## src/logic/cfd_regs.vh

```
/*
  Constants for the clock fanout and divide-select block: register offsets,
  field positions, reset values and bus codes.
  Assumes inclusion by bare name from the design file under logic/.
*/
`ifndef CFD_REGS_VH
`define CFD_REGS_VH

// ----------------------------------------------------------------
// Geometry
// ----------------------------------------------------------------
`define CFD_NUM_OUT 15
`define CFD_ADDR_W 4
`define CFD_DATA_W 32
`define CFD_STRB_W 4

// ----------------------------------------------------------------
// Clock pin sampling
// ----------------------------------------------------------------
`define CFD_PIN_W 4
`define CFD_PIN_RST 4'h0
`define CFD_PIN_SE_A 0
`define CFD_PIN_SE_B 1
`define CFD_PIN_DIFF_P 2
`define CFD_PIN_DIFF_N 3

// ----------------------------------------------------------------
// Register byte offsets
// ----------------------------------------------------------------
`define CFD_CTRL_OFS 4'h0
`define CFD_DIV_OFS 4'h4
`define CFD_STAT_OFS 4'h8

// ----------------------------------------------------------------
// Decoder select codes
// ----------------------------------------------------------------
`define CFD_SEL_NONE 2'h0
`define CFD_SEL_CTRL 2'h1
`define CFD_SEL_DIV 2'h2
`define CFD_SEL_STAT 2'h3

// ----------------------------------------------------------------
// Control register fields
// ----------------------------------------------------------------
`define CFD_CTRL_SE_BIT 0
`define CFD_CTRL_DIFF_BIT 1
`define CFD_CTRL_FLOAT_BIT 2
`define CFD_CTRL_W 3
`define CFD_CTRL_RST 3'h0
`define CFD_DIV_RST 15'h0000

// ----------------------------------------------------------------
// Status register fields
// ----------------------------------------------------------------
`define CFD_STAT_SRC_BIT 0
`define CFD_STAT_HALF_BIT 1
`define CFD_STAT_OE_BIT 2

// ----------------------------------------------------------------
// Bus answers
// ----------------------------------------------------------------
`define CFD_RESP_OKAY 2'h0
`define CFD_RESP_SLVERR 2'h2
`define CFD_ZERO32 32'h0000_0000

`endif

```

## src/logic/cfd_clock_fanout.v

```verilog
/*
  Clock fanout with source select and per-output divide by two, plus an
  AXI4-Lite slave holding the control bits.
  Assumes the clock pins are sampled as data by sys_clk_in, so a source must
  toggle well below half the system rate to be followed faithfully.
*/
`timescale 1ns/10ps
`include "cfd_regs.vh"

module cfd_clock_fanout (
  // Clock and reset
  input wire sys_clk_in,
  input wire arst_n_in,
  // Clock pins
  input wire single_ended_clock_in_a_in,
  input wire single_ended_clock_in_b_in,
  input wire diff_clock_p_in,
  input wire diff_clock_n_in,
  // Fanout outputs, two signals per pin
  output wire [`CFD_NUM_OUT-1:0] clk_fan_out,
  output wire [`CFD_NUM_OUT-1:0] clk_fan_oe_out,
  // AXI4-Lite write address
  input wire s_axi_awvalid_in,
  output wire s_axi_awready_out,
  input wire [`CFD_ADDR_W-1:0] s_axi_awaddr_in,
  // AXI4-Lite write data
  input wire s_axi_wvalid_in,
  output wire s_axi_wready_out,
  input wire [`CFD_DATA_W-1:0] s_axi_wdata_in,
  input wire [`CFD_STRB_W-1:0] s_axi_wstrb_in,
  // AXI4-Lite write response
  output wire s_axi_bvalid_out,
  input wire s_axi_bready_in,
  output wire [1:0] s_axi_bresp_out,
  // AXI4-Lite read address
  input wire s_axi_arvalid_in,
  output wire s_axi_arready_out,
  input wire [`CFD_ADDR_W-1:0] s_axi_araddr_in,
  // AXI4-Lite read data
  output wire s_axi_rvalid_out,
  input wire s_axi_rready_in,
  output wire [`CFD_DATA_W-1:0] s_axi_rdata_out,
  output wire [1:0] s_axi_rresp_out
);

  // ----------------------------------------------------------------
  // Address decode, shared by read and write
  // ----------------------------------------------------------------
  function [1:0] cfd_decode;
    input [`CFD_ADDR_W-1:0] addr;
    begin
      case (addr)
        `CFD_CTRL_OFS: cfd_decode = `CFD_SEL_CTRL;
        `CFD_DIV_OFS: cfd_decode = `CFD_SEL_DIV;
        `CFD_STAT_OFS: cfd_decode = `CFD_SEL_STAT;
        default: cfd_decode = `CFD_SEL_NONE;
      endcase
    end
  endfunction

  // Byte-lane merge of a write into an old word
  function [`CFD_DATA_W-1:0] cfd_merge;
    input [`CFD_DATA_W-1:0] old_word;
    input [`CFD_DATA_W-1:0] new_word;
    input [`CFD_STRB_W-1:0] strb;
    integer b;
    begin
      cfd_merge = old_word;
      for (b = 0; b < `CFD_STRB_W; b = b + 1) begin
        if (strb[b]) begin
          cfd_merge[b*8 +: 8] = new_word[b*8 +: 8];
        end
      end
    end
  endfunction

  // ----------------------------------------------------------------
  // Registers
  // ----------------------------------------------------------------
  reg [`CFD_CTRL_W-1:0] ctrl_reg;
  reg [`CFD_NUM_OUT-1:0] div_reg;
  reg [`CFD_PIN_W-1:0] pin_s1_reg;
  reg [`CFD_PIN_W-1:0] pin_s2_reg;
  reg src_prev_reg;
  reg src_q_reg;
  reg half_reg;
  reg out_en_reg;
  reg [`CFD_NUM_OUT-1:0] fan_reg;
  reg [`CFD_NUM_OUT-1:0] fan_oe_reg;
  reg awready_reg;
  reg wready_reg;
  reg aw_held_reg;
  reg w_held_reg;
  reg [`CFD_ADDR_W-1:0] awaddr_reg;
  reg [`CFD_DATA_W-1:0] wdata_reg;
  reg [`CFD_STRB_W-1:0] wstrb_reg;
  reg bvalid_reg;
  reg [1:0] bresp_reg;
  reg arready_reg;
  reg rvalid_reg;
  reg [`CFD_DATA_W-1:0] rdata_reg;
  reg [1:0] rresp_reg;

  // ----------------------------------------------------------------
  // Pin synchronisers and source selection
  // ----------------------------------------------------------------
  always @(posedge sys_clk_in or negedge arst_n_in) begin
    if (!arst_n_in) begin
      pin_s1_reg <= `CFD_PIN_RST;
      pin_s2_reg <= `CFD_PIN_RST;
    end else begin
      pin_s1_reg <= {diff_clock_n_in, diff_clock_p_in,
                     single_ended_clock_in_b_in, single_ended_clock_in_a_in};
      pin_s2_reg <= pin_s1_reg;
    end
  end

  wire float_en = ctrl_reg[`CFD_CTRL_FLOAT_BIT];
  // An idle or common-mode differential pair reads as low
  wire diff_level = pin_s2_reg[`CFD_PIN_DIFF_P] & ~pin_s2_reg[`CFD_PIN_DIFF_N];
  wire se_level = ctrl_reg[`CFD_CTRL_SE_BIT] ? pin_s2_reg[`CFD_PIN_SE_B] :
                  pin_s2_reg[`CFD_PIN_SE_A];
  wire src_level = ctrl_reg[`CFD_CTRL_DIFF_BIT] ? diff_level : se_level;
  wire src_rise = src_level & ~src_prev_reg;

  // ----------------------------------------------------------------
  // Divider and retimed fanout
  // ----------------------------------------------------------------
  // Full and half rate are both registered from the same sampled edge, so
  // every output moves on the same system edge whatever its ratio.
  always @(posedge sys_clk_in or negedge arst_n_in) begin
    if (!arst_n_in) begin
      src_prev_reg <= 1'b0;
      src_q_reg <= 1'b0;
      half_reg <= 1'b0;
      out_en_reg <= 1'b0;
    end else begin
      src_prev_reg <= src_level;
      src_q_reg <= src_level;
      out_en_reg <= ~float_en;
      if (float_en) begin
        half_reg <= 1'b0;
      end else if (src_rise) begin
        half_reg <= ~half_reg;
      end
    end
  end

  genvar gi;
  generate
    for (gi = 0; gi < `CFD_NUM_OUT; gi = gi + 1) begin : g_fan
      wire half_next = (float_en | ~src_rise) ? (half_reg & ~float_en) : ~half_reg;
      always @(posedge sys_clk_in or negedge arst_n_in) begin
        if (!arst_n_in) begin
          fan_reg[gi] <= 1'b0;
          fan_oe_reg[gi] <= 1'b0;
        end else if (float_en) begin
          fan_reg[gi] <= 1'b0;
          fan_oe_reg[gi] <= 1'b0;
        end else begin
          fan_reg[gi] <= div_reg[gi] ? half_next : src_level;
          fan_oe_reg[gi] <= 1'b1;
        end
      end
    end
  endgenerate

  // Sampling bounds the followed rate to well under half of sys_clk_in
  assign clk_fan_out = fan_reg;
  assign clk_fan_oe_out = fan_oe_reg;

  // ----------------------------------------------------------------
  // AXI4-Lite write path
  // ----------------------------------------------------------------
  wire [1:0] wsel = cfd_decode(awaddr_reg);
  wire [`CFD_DATA_W-1:0] ctrl_word = {{(`CFD_DATA_W-`CFD_CTRL_W){1'b0}}, ctrl_reg};
  wire [`CFD_DATA_W-1:0] div_word = {{(`CFD_DATA_W-`CFD_NUM_OUT){1'b0}}, div_reg};
  wire [`CFD_DATA_W-1:0] ctrl_merged = cfd_merge(ctrl_word, wdata_reg, wstrb_reg);
  wire [`CFD_DATA_W-1:0] div_merged = cfd_merge(div_word, wdata_reg, wstrb_reg);
  wire do_write = aw_held_reg & w_held_reg & ~bvalid_reg;

  always @(posedge sys_clk_in or negedge arst_n_in) begin
    if (!arst_n_in) begin
      ctrl_reg <= `CFD_CTRL_RST;
      div_reg <= `CFD_DIV_RST;
      awready_reg <= 1'b1;
      wready_reg <= 1'b1;
      aw_held_reg <= 1'b0;
      w_held_reg <= 1'b0;
      awaddr_reg <= {`CFD_ADDR_W{1'b0}};
      wdata_reg <= `CFD_ZERO32;
      wstrb_reg <= {`CFD_STRB_W{1'b0}};
      bvalid_reg <= 1'b0;
      bresp_reg <= `CFD_RESP_OKAY;
    end else begin
      if (s_axi_awvalid_in && awready_reg) begin
        awaddr_reg <= s_axi_awaddr_in;
        aw_held_reg <= 1'b1;
        awready_reg <= 1'b0;
      end
      if (s_axi_wvalid_in && wready_reg) begin
        wdata_reg <= s_axi_wdata_in;
        wstrb_reg <= s_axi_wstrb_in;
        w_held_reg <= 1'b1;
        wready_reg <= 1'b0;
      end
      if (do_write) begin
        aw_held_reg <= 1'b0;
        w_held_reg <= 1'b0;
        bvalid_reg <= 1'b1;
        bresp_reg <= `CFD_RESP_OKAY;
        case (wsel)
          `CFD_SEL_CTRL: ctrl_reg <= ctrl_merged[`CFD_CTRL_W-1:0];
          `CFD_SEL_DIV: div_reg <= div_merged[`CFD_NUM_OUT-1:0];
          `CFD_SEL_STAT: bresp_reg <= `CFD_RESP_OKAY;
          default: bresp_reg <= `CFD_RESP_SLVERR;
        endcase
      end
      if (bvalid_reg && s_axi_bready_in) begin
        bvalid_reg <= 1'b0;
        awready_reg <= 1'b1;
        wready_reg <= 1'b1;
      end
    end
  end

  // ----------------------------------------------------------------
  // AXI4-Lite read path
  // ----------------------------------------------------------------
  reg [`CFD_DATA_W-1:0] rd_word;
  always @* begin
    rd_word = `CFD_ZERO32;
    case (cfd_decode(s_axi_araddr_in))
      `CFD_SEL_CTRL: rd_word = ctrl_word;
      `CFD_SEL_DIV: rd_word = div_word;
      `CFD_SEL_STAT: begin
        rd_word[`CFD_STAT_SRC_BIT] = src_q_reg;
        rd_word[`CFD_STAT_HALF_BIT] = half_reg;
        rd_word[`CFD_STAT_OE_BIT] = out_en_reg;
      end
      default: rd_word = `CFD_ZERO32;
    endcase
  end

  always @(posedge sys_clk_in or negedge arst_n_in) begin
    if (!arst_n_in) begin
      arready_reg <= 1'b1;
      rvalid_reg <= 1'b0;
      rdata_reg <= `CFD_ZERO32;
      rresp_reg <= `CFD_RESP_OKAY;
    end else begin
      if (s_axi_arvalid_in && arready_reg) begin
        arready_reg <= 1'b0;
        rvalid_reg <= 1'b1;
        rdata_reg <= rd_word;
        if (cfd_decode(s_axi_araddr_in) == `CFD_SEL_NONE) begin
          rresp_reg <= `CFD_RESP_SLVERR;
        end else begin
          rresp_reg <= `CFD_RESP_OKAY;
        end
      end else if (rvalid_reg && s_axi_rready_in) begin
        rvalid_reg <= 1'b0;
        arready_reg <= 1'b1;
      end
    end
  end

  assign s_axi_awready_out = awready_reg;
  assign s_axi_wready_out = wready_reg;
  assign s_axi_bvalid_out = bvalid_reg;
  assign s_axi_bresp_out = bresp_reg;
  assign s_axi_arready_out = arready_reg;
  assign s_axi_rvalid_out = rvalid_reg;
  assign s_axi_rdata_out = rdata_reg;
  assign s_axi_rresp_out = rresp_reg;

endmodule // cfd_clock_fanout

```

## config.mk

```make
export PLATFORM = sky130hd
export DESIGN_NAME = cfd_clock_fanout
export DESIGN_NICKNAME = d
export VERILOG_FILES = /design/src/logic/cfd_clock_fanout.v
export VERILOG_INCLUDE_DIRS = /design/src /design/src/logic
export SDC_FILE = /design/constraint.sdc
export NUM_CORES = 1
export LEC_CHECK = 0
export BUFFER_PORTS_ARGS = -buffer_cell sky130_fd_sc_hd__clkbuf_2
export CAP_MARGIN = 5
export CORE_UTILIZATION = 30
export DETAILED_ROUTE_END_ITERATION = 8
export PLACE_DENSITY_LB_ADDON = 0.25
export SETUP_SLACK_MARGIN = 0.1
export SKIP_CTS_REPAIR_TIMING = 1
export SLEW_MARGIN = 10
export SYNTH_ARGS = -nofsm -noshare
export SYNTH_HDL_FRONTEND = slang
export SYNTH_SLANG_ARGS = --single-unit
```

## constraint.sdc

```tcl
create_clock -name sys_clk_in -period 2.1 [get_ports sys_clk_in]
set_input_delay 0.42 -clock sys_clk_in [delete_from_list [all_inputs] [get_ports sys_clk_in]]
set_output_delay 0.42 -clock sys_clk_in [all_outputs]
set_load 0.005 [all_outputs]
```

==> reports/metrics.csv <==
metric,value,unit
met1 Use GR,0.161,
Vias per Instance,4.35,
"Hold Violations, Final",16,
Syn Inst Count,300,
Non-Filler Instances,551,
post-route setup slack,0.517,ns
Clock Pin Slew Worst Setup and Hold Paths,0.06,ns
clock latency on the worst-skew pair,0.33,ns
Cell Pwr Density,1310,nW/um^2
# DRC,0,
largest net degree at the start of global routing,34,
Max Freq,632,MHz
Synth Area per Inst,12.6,sq um
Max Root-Sink Buffers,2,
share of cells above drive strength 1,0.426,
Post-Place Cells,535,
mapped cell area,3770,sq um
worst path required time,2.28,ns
peak supply drop,0.458,mV
Worst path max stage delay,0.41,ns
core footprint,12100,sq um
per-cell routed wire length,13.2,um
drt first pass iters,4,
buffers added on ports,87,
Synth cell types,31,
grt total ovfl,0,
GRT Max-Usage Layer,met2,
post-DP HPWL,5480,um
Initial Util,0.311,
Post-Route Skew,0.00561,ns
Async SR Flop Fraction,1.00,
fin area,4560,sq um
drt initial violations,67,
"Slew Viols, Final",0,
Post-Route Setup TNS,0,ns
first-pass GRT wire length,12300,um
post-place setup slack,0.505,ns
TritonCTS clock tree,yes,
Final Power,5.96,mW
final worst path period need,1.58,ns
Max-cap violations,0,
critical path endpoint category,flip-flop,
Routed WL,7270,um
failing checks,hold timing,
Die Y,114,um
"flops & latches, synth",89,
Root Driver,clkbuf_16,
Site Rows,40,
vias in the first global route,2368,
n_diodes,0,
GP Congestion,0.767,
met3 usage,0.0408,
clk sinks,89,
ANT nets after route,0,
area of the multi-input gates,1250,sq um
"Warnings, synthesis",0,
crit path cell chain,"mux2_4, mux2i_4, inv_2, nand3_2, a31oi_1",
met2 Use GR,0.190,
Slew @ Worst Pin,0.581,ns
initial antenna violation count,0,
Worst Hold Class,in2async,
sequential-to-total area share from yosys stat,0.592,
gr usage total,0.124,
Die Wd,114,um
final worst-path cycle share,0.754,
Setup CP Type,reg2reg,
RSZ-0062 raised after global routing,no,
status,"complete, but fails checks",
# fillers,1196,
utilization after layout,0.377,
area grow syn2layout,21.2,%
Post-synth top flop,dfrtp_1,
H-tree depth,3,
Critical-path top delay cell,dfrtp_1,
CTS Buf Count,9,
Post-DP Area,4230,sq um
io pins,126,
crit-path max FO,17,
final hold slack,-0.0123,ns
Worst slew margin,0.612,
die area,13000,sq um
Post-synth EDFFs,0,
via count,2397,
# nets final,433,
"Setup violations, final",0,
leakage power,2.21,nW
startpoint types,flip-flop,
"commonest cells after routing, fill and taps aside","86 x dfrtp_1, 86 x clkbuf_2, 39 x nand2_1, 39 x mux2_2, 19 x conb_1",
Arrival @ worst endpoint,1.77,ns
Seq. cell area,2230,sq um
final timing paths:
path | slack, ns | cells after the start | endpoint | startpoint
max in group asynchronous | 1.53 | 2 | s_axi_arready_out | arst_n_in
hold reg to reg | 0.35 | 0 | pin_s2_reg[0] | pin_s1_reg[0]
min in group sys_clk_in | 0.19 | 1 | pin_s1_reg[1] | single_ended_clock_in_b_in
setup reg to reg | 0.52 | 5 | clk_fan_out[5] | ctrl_reg[0]
hold / removal | -0.01 | 1 | wdata_reg[4] | arst_n_in
setup / recovery | 0.52 | 5 | clk_fan_out[5] | ctrl_reg[0]
critical path: cells and delay by family, from the launching register on:
kind	cells	cell delay [ns]
AO/OA/AOI/OAI	1	0.12
AND/OR/NAND/NOR	1	0.24
flip-flops	1	0.41
multiplexers	2	0.49
buffers and inverters	1	0.16
where the power goes:
group          internal [mW]  switching (mW)
logic                  0.767           0.647
registers               2.32           0.494
clock network           1.10           0.631
total                   4.19            1.77
final cells by class:
cell class / count / area share
Multi-Input combinational cell: 175 / 0.274
Sequential cell: 89 / 0.489
Tap cell: 168 / 0.0461
Clock inverter: 5 / 0.0170
Clock buffer: 11 / 0.0554
Inverter: 8 / 0.00658
Timing Repair Buffer: 95 / 0.112
cells by family after synthesis:
group | after synthesis | share of synthesized area
simple gates | 64 | 0.0887
flops | 89 | 0.592
other cells | 1 | 0.000995
compound gates | 47 | 0.0877
mux | 45 | 0.137
buf+inv | 54 | 0.0933
synth_stat cells (3+ instances only):
cell | count | area, sq um
a21oi_1 | 4 | 20.0
mux2_2 | 39 | 439
dfrtp_1 | 86 | 2150
nand3_1 | 13 | 65.1
nand3_2 | 3 | 30.0
inv_1 | 7 | 26.3
clkbuf_1 | 5 | 18.8
dfstp_2 | 3 | 78.8
mux2i_1 | 4 | 40.0
a22o_1 | 15 | 131
buf_2 | 5 | 25.0
nand2_1 | 39 | 146
o21ai_0 | 9 | 45.0
a31oi_1 | 13 | 81.3
buf_4 | 34 | 255
metal layers:
metal,vias to the layer above,part of all wire
met1,1159,0.46
met5,-,0
met2,85,0.47
met3,6,0.062
li1,1147,-
met4,0,0.011
Power figures use the tool's default switching activity.
